**config.mk**
```make
export PLATFORM = sky130hd
export DESIGN_NAME = jtm_lane_mapper
export DESIGN_NICKNAME = d
export VERILOG_FILES = /design/src/jtm_pkg.sv /design/src/jtm_lane_frame.sv /design/src/jtm_lane_mapper.sv
export VERILOG_INCLUDE_DIRS = /design/src /design/src/src
export SDC_FILE = /design/constraint.sdc
export NUM_CORES = 1
export LEC_CHECK = 0
export BUFFER_PORTS_ARGS = -buffer_cell sky130_fd_sc_hd__buf_4
export CAP_MARGIN = 20
export CORE_MARGIN = 3
export CORE_UTILIZATION = 39
export CTS_CLUSTER_DIAMETER = 120
export DETAILED_ROUTE_END_ITERATION = 6
export SETUP_SLACK_MARGIN = 0.02
export SKIP_CTS_REPAIR_TIMING = 1
export SLEW_MARGIN = 0
export SYNTH_ARGS = -nofsm -noshare
export SYNTH_HDL_FRONTEND = slang
export SYNTH_SLANG_ARGS = --single-unit
```
**constraint.sdc**
```tcl
create_clock -name clk -period 4.41 [get_ports clk]
set_input_delay 0.882 -clock clk [delete_from_list [all_inputs] [get_ports clk]]
set_output_delay 0.882 -clock clk [all_outputs]
set_load 0.01 [all_outputs]
```
**src/jtm_regs.svh**
```systemverilog
`ifndef JTM_REGS_SVH
`define JTM_REGS_SVH
// link mode codes
`define JTM_MODE_ZERO      4'h0
// lane frame layout: 16 nibbles, 5 samples of 12 bits then a tail nibble
`define JTM_FRAME_NIBBLES  16
`define JTM_FRAME_OCTETS   8
`define JTM_SLOTS          5
`define JTM_SLOT_BITS      12
`define JTM_LANES_USED_M0  4'h8
`define JTM_LANES_M0_DUAL  4'h4
`define JTM_LANES_M0_SINGLE 4'h2
// 64b/66b frames-per-multiframe factors
`define JTM_K_OCTETS       8
`define JTM_K_BLOCKS       32
// reset values
`define JTM_RST_OCTET      3'h0
`define JTM_RST_DATA       8'h00
`endif

```
**src/jtm_pkg.sv**
```systemverilog
package jtm_pkg;
  typedef enum logic [1:0] {JTM_IDLE, JTM_SEND} jtm_state_t;
  typedef enum logic [1:0] {JTM_QUAD, JTM_DUAL, JTM_SINGLE} jtm_variant_t;
endpackage

```
**src/jtm_lane_frame.sv**
```systemverilog
`timescale 1ns/1ps
`include "jtm_regs.svh"
// one lane's frame: five samples packed msb first, lsbs padded, tail nibble zero
module jtm_lane_frame #(
  parameter int RES = 9
) (
  // samples, oldest in the low bits
  input  wire logic [5*RES-1:0] samples,
  // packed 64-bit frame, octet 0 in the top byte
  output logic      [63:0]      frame
);
  function automatic logic [`JTM_SLOT_BITS-1:0] pad(input logic [RES-1:0] s);
    pad = {s, {(`JTM_SLOT_BITS-RES){1'b0}}};
  endfunction
  always_comb begin
    frame = 64'h0;
    for (int i = 0; i < `JTM_SLOTS; i++) begin
      frame[63-i*`JTM_SLOT_BITS -: `JTM_SLOT_BITS] = pad(samples[i*RES +: RES]);
    end
  end
  // a full-width sample would leave no pad bits, which the pad function cannot build
  if (RES >= `JTM_SLOT_BITS || RES < 1) begin : g_bad_res
    $error("resolution does not fit slot");
  end
endmodule

```
**src/jtm_lane_mapper.sv**
```systemverilog
`timescale 1ns/1ps
`include "jtm_regs.svh"
// Function
// - eight lanes, four on single variant
// - use low lanes, power down rest
// - lane id is index; shared device id
// - mapping depends on link mode
// - tail bits always zero
// - samples sent msb first
// - pad extra low bits with zeros
// - 64b/66b K = 8*32*E/F
// - converter count reported equals lane count
// - mode 0: channel A even/odd lanes 0,1
// - mode 0 quad/dual: channel B lanes 2,3
// - mode 0 quad: channel C lanes 4,5
// - mode 0 quad: channel D lanes 6,7
// - sample index follows conversion time
module jtm_lane_mapper #(
  parameter int RES        = 9,
  parameter int E_BLOCKS   = 1,
  parameter int F_OCTETS   = 8,
  parameter jtm_pkg::jtm_variant_t VARIANT = jtm_pkg::JTM_QUAD
) (
  // clock and reset
  input  wire logic            clk,
  input  wire logic            srst,
  // configuration
  input  wire logic [3:0]      link_mode_select,
  input  wire logic [4:0]      device_id_cfg,
  // sample input: ten samples per channel per frame, index 0 oldest in low bits
  input  wire logic            frame_valid,
  input  wire logic [10*RES-1:0] ch_a,
  input  wire logic [10*RES-1:0] ch_b,
  input  wire logic [10*RES-1:0] ch_c,
  input  wire logic [10*RES-1:0] ch_d,
  output logic                 frame_ready,
  // link-layer octet outputs
  output logic [63:0]          lane_octet,
  output logic                 octet_valid,
  output logic                 frame_start,
  output logic [7:0]           lane_enable,
  output logic [23:0]          lane_id,
  output logic [4:0]           device_id,
  output logic [3:0]           converter_count,
  output logic [8:0]           frames_per_multiframe
);
  localparam int NLANES = (VARIANT == jtm_pkg::JTM_SINGLE) ? 4 : 8;
  localparam int K_FULL = (F_OCTETS < 1) ? 0
                        : (`JTM_K_OCTETS * `JTM_K_BLOCKS * E_BLOCKS) / F_OCTETS;
  localparam logic [8:0] K_66 = 9'(K_FULL);

  // only the 9-bit converter is served here; K must fit its 9-bit field
  if (RES != 9) begin : g_bad_res
    $error("only the 9-bit converter is served");
  end
  if (E_BLOCKS < 1 || F_OCTETS < 1 || K_FULL < 1 || K_FULL > 511) begin : g_bad_k
    $error("bad multiframe parameters");
  end

  ////////////////////////////////////////////////////////////////////////////
  typedef struct packed {
    jtm_pkg::jtm_state_t state;
    logic [2:0]          octet;
    logic [8*64-1:0]     frames;
    logic [7:0]          frame_lanes;
    logic [63:0]         lane_octet;
    logic                octet_valid;
    logic                frame_start;
    logic                frame_ready;
    logic [7:0]          lane_enable;
    logic [23:0]         lane_id;
    logic [4:0]          device_id;
    logic [3:0]          converter_count;
    logic [8:0]          fpmf;
  } jtm_regs_t;

  jtm_regs_t r;
  jtm_regs_t next_r;
  wire logic [8*64-1:0] built;

  ////////////////////////////////////////////////////////////////////////////
  // even samples on the even lane, odd on the odd lane, per channel
  function automatic logic [5*RES-1:0] pick(input logic [10*RES-1:0] ch, input logic odd);
    logic [5*RES-1:0] s;
    s = '0;
    for (int i = 0; i < 5; i++) begin
      s[i*RES +: RES] = ch[(2*i + (odd ? 1 : 0))*RES +: RES];
    end
    return s;
  endfunction

  // lanes counted from zero; anything above the mode's count is powered down
  function automatic logic [7:0] lane_mask(input logic [3:0] n);
    logic [7:0] m;
    m = 8'h00;
    for (int i = 0; i < NLANES; i++) begin
      if (4'(i) < n) m[i] = 1'b1;
    end
    return m;
  endfunction

  // lanes a mode needs on this variant; zero means the mode is not built
  function automatic logic [3:0] lanes_for_mode(input logic [3:0] mode);
    logic [3:0] n;
    n = 4'h0;
    if (mode == `JTM_MODE_ZERO) begin
      // dual carries channels a and b only, single carries channel a only
      case (VARIANT)
        jtm_pkg::JTM_QUAD: n = `JTM_LANES_USED_M0;
        jtm_pkg::JTM_DUAL: n = `JTM_LANES_M0_DUAL;
        default:           n = `JTM_LANES_M0_SINGLE;
      endcase
    end
    return n;
  endfunction

  // octet k of a lane frame, octet 0 in the top byte
  function automatic logic [7:0] octet_of(input logic [63:0] f, input logic [2:0] k);
    return f[56 - 8*k +: 8];
  endfunction

  // every lane reports its own physical index
  function automatic logic [23:0] lane_ids();
    logic [23:0] v;
    v = 24'h0;
    for (int i = 0; i < 8; i++) begin
      v[i*3 +: 3] = 3'(i);
    end
    return v;
  endfunction

  logic [5*RES-1:0] lane_src [8];
  always_comb begin
    lane_src[0] = pick(ch_a, 1'b0);
    lane_src[1] = pick(ch_a, 1'b1);
    lane_src[2] = pick(ch_b, 1'b0);
    lane_src[3] = pick(ch_b, 1'b1);
    lane_src[4] = pick(ch_c, 1'b0);
    lane_src[5] = pick(ch_c, 1'b1);
    lane_src[6] = pick(ch_d, 1'b0);
    lane_src[7] = pick(ch_d, 1'b1);
  end

  for (genvar g = 0; g < 8; g++) begin : g_lane
    jtm_lane_frame #(.RES(RES)) u_frame (
      .samples (lane_src[g]),
      .frame   (built[g*64 +: 64])
    );
  end

  ////////////////////////////////////////////////////////////////////////////
  logic [3:0] lanes_needed;
  always_comb begin
    // only mode 0 is built; other codes keep every lane down
    lanes_needed = lanes_for_mode(link_mode_select);
  end

  always_comb begin
    next_r                 = r;
    next_r.octet_valid     = 1'b0;
    next_r.frame_start     = 1'b0;
    next_r.lane_enable     = lane_mask(lanes_needed);
    next_r.device_id       = device_id_cfg;
    next_r.converter_count = lanes_needed;
    next_r.fpmf            = K_66;
    next_r.lane_id         = lane_ids();
    case (r.state)
      jtm_pkg::JTM_IDLE: begin
        next_r.frame_ready = 1'b1;
        if (frame_valid && r.frame_ready && lanes_needed != 4'h0) begin
          next_r.frames      = built;
          // lane set frozen per frame so a mode change cannot cut one lane short
          next_r.frame_lanes = lane_mask(lanes_needed);
          next_r.frame_ready = 1'b0;
          next_r.octet       = `JTM_RST_OCTET;
          next_r.state       = jtm_pkg::JTM_SEND;
        end
      end
      jtm_pkg::JTM_SEND: begin
        // all lanes step through octets together so frame edges stay aligned
        for (int i = 0; i < 8; i++) begin
          if (r.frame_lanes[i]) begin
            next_r.lane_octet[i*8 +: 8] = octet_of(r.frames[i*64 +: 64], r.octet);
          end else begin
            next_r.lane_octet[i*8 +: 8] = `JTM_RST_DATA;
          end
        end
        next_r.octet_valid = 1'b1;
        next_r.frame_start = (r.octet == `JTM_RST_OCTET);
        next_r.octet       = r.octet + 3'h1;
        if (r.octet == 3'(`JTM_FRAME_OCTETS - 1)) begin
          next_r.state       = jtm_pkg::JTM_IDLE;
          next_r.frame_ready = 1'b1;
        end
      end
      default: next_r.state = jtm_pkg::JTM_IDLE;
    endcase
  end

  always_ff @(posedge clk) begin
    if (srst) begin
      r       <= '0;
      r.state <= jtm_pkg::JTM_IDLE;
    end else begin
      r <= next_r;
    end
  end

  // every output comes straight from a state flop
  assign lane_octet            = r.lane_octet;
  assign octet_valid           = r.octet_valid;
  assign frame_start           = r.frame_start;
  assign frame_ready           = r.frame_ready;
  assign lane_enable           = r.lane_enable;
  assign lane_id               = r.lane_id;
  assign device_id             = r.device_id;
  assign converter_count       = r.converter_count;
  assign frames_per_multiframe = r.fpmf;
endmodule

```
# Word level (Yosys, flattened, before mapping)
# Index checks and enable logic that the tools add are counted.
# totals
reg_bits,490
latchBits,0
mem_bits_rw,0
mem_bits_ro,0
in_bits,372
out_inout_bits,117
word_cells,74
mem_count,0
# classes
addsub,2
mul,0
div,0
n_lt_le_gt_ge,8
eq_ne,4
shifts,8
muxes,26
n_bitwise,1
n_reduce_logical,12
# ops
operator,n
525-bit 2-to-1 mux,1
64-bit by 33-bit variable part select with 8-bit output,8
8-bit 2-to-1 mux,8
42-bit 2-to-1 mux,1
3-bit by 4-bit < comparator with 1-bit output (first input constant),4
1-bit 2-to-1 mux,10
1-bit by 4-bit < comparator with 1-bit output (first input constant),2
2-bit by 4-bit < comparator with 1-bit output (first input constant),2
2-bit AND reduction,4
6-bit by 6-bit subtractor with 7-bit output (first input constant),1
3-bit case mux with 2 select lines,1
4-bit logical NOT,1
2-bit 2-to-1 mux,2
4-bit 2-to-1 mux,1
2-bit inequality test (second input constant),2
2-bit case mux with 2 select lines,1
4-bit nonzero test,1
3-bit by 1-bit adder with 3-bit output (second input constant),1
3-bit == test (second input constant),1
3-bit logical NOT,1
2-bit by 1-bit == test with 1-bit output (second input constant),1
1-bit logical AND,2
2-bit logical NOT,1
1-bit case mux with 2 select lines,1
other kinds (3),3

# Logic depth before layout (Yosys ltp)
# logic_depth
ltp_word,6
depth_mapped,7

# Hierarchy
# From an unflattened synthesis, not the netlist that was laid out.
# unflattened
cells_unflattened,3556
hier_area_um2,29336.9
# modules_own_cells
module,instances,cells_per_inst,area_each_um2,seq_area_each_um2
jtm_lane_mapper,1,3036,25463.2,11831.3
jtm_lane_frame,8,65,484.2,0.0

# Worst setup path before layout
# OpenSTA, ideal clock, no wires.
# synth_path
path_type,input -> register
startpoint,input port link_mode_select[1]
endpoint,register r[188] in the netlist's numbering
setup_time_ns,0.132
t_arrival_ns,2.311
t_required_ns,4.278
setup_slack_ns,1.967
path_stages,7
n_path_buf,3
path_cell_list,or4_4 > or3_1 > buf_2 > buf_6 > buf_6 > nand2_1 > a21oi_1
# synth_via
elab_chain_cells,5
# synth_lines
element,line,rtl
"start, declared",jtm_lane_mapper.sv:28,"input wire logic [3:0] link_mode_select,"
4-bit logical NOT (no source line),-,
4-bit 2-to-1 mux,jtm_lane_mapper.sv:106,if (mode == `JTM_MODE_ZERO) begin
4-bit nonzero test,jtm_lane_mapper.sv:170,if (frame_valid && r.frame_ready && lanes_needed != 4'h0) begin
1-bit logical AND,jtm_lane_mapper.sv:170,
2-bit AND reduction (no source line),-,
"end signal, assigned",jtm_lane_mapper.sv:205,r <= next_r;
"end, declared",jtm_lane_mapper.sv:77,jtm_regs_t r;
# No other way between the ends.
# A chain may end at the register's enable or synchronous reset.

# Worst setup path in the final report
# layout_path
startpoint,register r[637] in the netlist's numbering
endpoint,register r (netlist bit lane_octet[40])
# layout_via
elab_chain_cells,3
# layout_lines
element,line,rtl
6-bit by 6-bit subtractor with 7-bit output,jtm_lane_mapper.sv:119,return f[56 - 8*k +: 8];
64-bit by 33-bit variable part select with 8-bit output,jtm_lane_mapper.sv:119,
8-bit 2-to-1 mux,jtm_lane_mapper.sv:182,if (r.frame_lanes[i]) begin
# No other way between the ends.

==> flow_results.org <==
** Run status
- The run finished with clean final reports.

** Global routing
- Met3 track utilization from global routing :: under 10%
- Grt met2 use :: between 30 and 40%
- The first global-routing pass estimated 92600 µm of wire.
- Entering global routing, the biggest net connects 230 pins.
- After global routing, the most crowded layer is met2.
- The number of global-route vias before repair came to ~16000.
- Met1 track utilization from global routing :: a little under a third
- Initial antenna violation count :: 3
- Overall global routing resource usage :: a little under a quarter
- The total overflow left after global routing is 0.

** Yosys
- The mapped netlist covers 18500 µm².
- After synthesis the netlist holds a flip-flop and latch count of 439.
- Share of synthesized area occupied by flip-flops and latches :: 47.6%
- Of the post-synthesis cell area, the dominant cell type holds 47.6%.
- In the synthesized netlist the dominant register cell turns out to be dfxtp_1.
- Summing the areas of all and, or, nand and nor instances in the mapped netlist gives between 10% and 20% of the synthesized area.
- After synthesis, the netlist uses 36 different library cells.
- A synthesized cell averages 8.21 µm².
- Combinational family with the most area after synthesis :: compound AO/OA/AOI/OAI gates
- Synthesized netlist cell count :: between 2000 and 2500
- Measured against the total synthesized area, the mux share comes to 6.78%.
- In this run, synthesis inferred 0 flip-flops with an integrated enable.
- Leading area contributor after synthesis :: dfxtp_1
- For this run, the number of Yosys warnings is 0.
- Synth Area in Compound Gates :: between 10% and 20%
- Largest cells by area after synthesis :: dfxtp_1, nand2_1, a21oi_1
- Counting flops with an async set or reset pin after synthesis yields a share of 0%.
- The synthesized netlist devotes 0.203% of its cell area to adder and majority cells.
- Xor-xnor portion of the synthesized cell area :: 0%

** STA
- Based on the critical path, the design can be clocked at up to roughly 0.36 GHz.
- On the final layout, the worst clock skew is 0.0175 ns.
- Actual transition at the worst max-transition pin :: 1.21 ns
- Setup violations remaining at the end of the flow were counted as 0.
- Time the worst path needs with I/O delays and setup :: 2.77 ns
- Headroom to the max-slew limit came out at 19.1%.
- Number of hold violations in the final report :: 0
- Setup repair after global routing left no endpoint under its margin.
- Final hold analysis gives a worst-case slack of between 0.4 and 0.5 ns.
- After routing, the total negative slack on setup checks comes to 0 ns.
- Final clock period utilization by the worst path :: a little over three fifths
- Slew Limit Fails :: 0

** Clocking
- Number of buffers created by CTS :: between 40 and 50
- TritonCTS clock tree :: yes
- The H-tree was split into 2 levels.
- Clock sink total :: 439
- No sink is reached through more buffers than the 3 on the longest clock path.
- Cell at the root of the clock tree :: clkbuf_16
- After clock tree synthesis, the clock-pin slew on the worst setup and hold paths is 0.06 ns.
- The later pin in the worst-skew pair is clocked with a latency of 0.58 ns.

** Drt
- Routed wirelength normalized by instance count :: 19.9 µm
- Before antenna repair, the detailed router went through 5 iterations.
- For this run, design rule violations remaining after detail routing come to 0.
- Vias per Instance :: 5.22
- Total vias in the final route :: 16462
- Final Routed Wirelength :: 62700 µm
- The count of nets left with antenna violations once routing finished came out at 0.
- After the first detailed-routing iteration, the DRC count stood at 1320.

** Setup path
- STA classifies the critical path startpoint as a flip-flop.
- Critical Setup Path Class :: flip-flop to flip-flop
- Worst flop-to-flop path startpoint :: r[637]
- Worst-path maximum fanout :: 35
- Capturing element of the worst setup path :: lane_octet[40]
- Data on the critical path is required at its endpoint by 4.88 ns.
- The critical path starts at r[637].
- WP data arrival :: 3.24 ns
- Among all stages on the critical path, the largest delay is contributed by nand3_2.
- STA classifies the critical path endpoint as a flip-flop.
- Depth of the worst register-to-register path :: 4
- The critical path goes through inv_2 -> buf_4 -> nand3_2 -> o221ai_1.
- Max incr delay on CP :: 0.91 ns
- Critical R2R Capture :: lane_octet[40]
- The setup check on the worst reg-to-reg path leaves a slack of 1.64 ns.

** Pwr
- Static Leakage :: 0.00821 µW
- NetSw :: 1870 µW
- Internal :: 6590 µW
- Per report_power, the combinational group accounts for 5.6% of the total.
- The share of total power dissipated in the clock network is 47.0%.
- Power density of the placed cells :: 371 nW/µm²
- Of the total power, the share spent switching nets is 22.1%.
- The share of total power dissipated in sequential elements is 47.4%.
- The worst-case IR drop observed on VDD is 0.000293 V.

** Placement
- Final weighted congestion in routability-driven placement :: 0.825
- Input/output buffers :: 465
- After detailed placement, the design holds a cell count of 3065.
- The HPWL after detailed placement is 40200 µm.

** Cells and area
- Final cell count without fillers :: 3155
- The library cells used most frequently in the layout, excluding fill and tap cells, are nand2_1, buf_4, dfxtp_1.
- The layout has between 4000 and 5000 filler cells.
- Post-layout nets :: 2883
- Fraction of layout instances using a drive strength above 1 :: 23.5%
- Most common cell after layout, fill and taps aside :: nand2_1
- Relative to the synthesized area, the layout overhead comes to 23.4%.

** Die
- The floorplan has 79 rows.
- Core region area :: 46700 µm²
- Initial Util :: 39.6%
- For this design the top-level I/O count stands at 489.
- The die covers 50000 µm².
- Die Y-Extent :: 224 µm
- Die width :: about 220 µm

** Flow run
- Number of max-capacitance violations reported :: 0

** Min path
- The worst hold path belongs to the class flip-flop to flip-flop.
-- kinds of logic after synthesis --
kind of cell | Yosys count
other | 1
multiplexers | 104
AND/OR/NAND/NOR | 822
AO/OA/AOI/OAI | 577
flip-flops | 439
adder cells (fa/ha/maj) | 3
buffers and inverters | 302
-- cell usage after synthesis, drive strengths merged (8+ instances only) --
library cell	n
mux2i	80
nor2	33
a221o	24
o21ai	54
a221oi	8
o221ai	21
mux2	8
clkbuf	87
nand2	763
mux4	16
dfxtp	439
buf	207
a32o	27
a21oi	423
-- layout make-up --
type                    count  area (µm²)  share of cell area [%]
flip-flops and latches    439        8800                    38.6
multi-input cells        1529        7900                    34.6
repair buffers            482        3750                    16.5
clock buffers              74        1430                    6.28
well taps                 607         759                    3.33
clock inverters            11         110                   0.483
inverters                   8        30.0                   0.132
diodes                      5        12.5                  0.0549
-- metrics by stage --
step / total power, µW / worst slack, ns / area (µm²) / util (%)
after floorplan: 4260 / 1.97 / 18500 / -
after global placement: 4570 / 1.29 / 21200 / 45.4
after detailed placement: 4580 / 1.22 / 21200 / 45.5
after CTS: 8540 / 1.64 / 22800 / 48.8
after global routing: 8720 / 1.57 / 22800 / 48.8
final: 8460 / 1.64 / 22800 / 48.9
-- registers in the layout, summed over array words and instances, names as in the netlist --
register     flops
r              365
lane_octet      64
device_id        5
frame_ready      1
frame_start      1
lane_enable      1
lane_id          1
octet_valid      1
-- how the worst min path moves through the flow --
stage,from,to,slack (ns),cells after the start
floorplan,lane_octet[11],lane_octet[11],0.43,2
global placement,r[476],r[476],0.44,2
detailed placement,r[472],r[472],0.45,2
CTS,r[488],r[488],0.45,2
global route,r[224],r[224],0.47,2
finish,r[472],r[472],0.45,2
-- metal layers --
layer | wire [µm] | vias up
met5 | 0 | -
met4 | 2130 | 0
met3 | 4260 | 114
met2 | 29400 | 544
met1 | 26900 | 7856
li1 | - | 7948
-- critical path, delay by kind of cell, from the launching register on --
family | cells | cell delay (ns)
AOI/OAI and AO/OA | 1 | 0.47
DFF | 1 | 0.51
buffers and inverters | 2 | 0.74
and+or+nand+nor | 1 | 0.91
-- power by group through the flow --
stage | registers (µW) | logic [µW] | clock network, µW
final | 4010 | 477 | 3970
after floorplan | 4090 | 167 | 0
after detailed placement | 4100 | 479 | 0
after global routing | 4010 | 509 | 4200
after CTS | 4010 | 480 | 4050
after global placement | 4100 | 480 | 0
(Power assumes the default switching activity.)
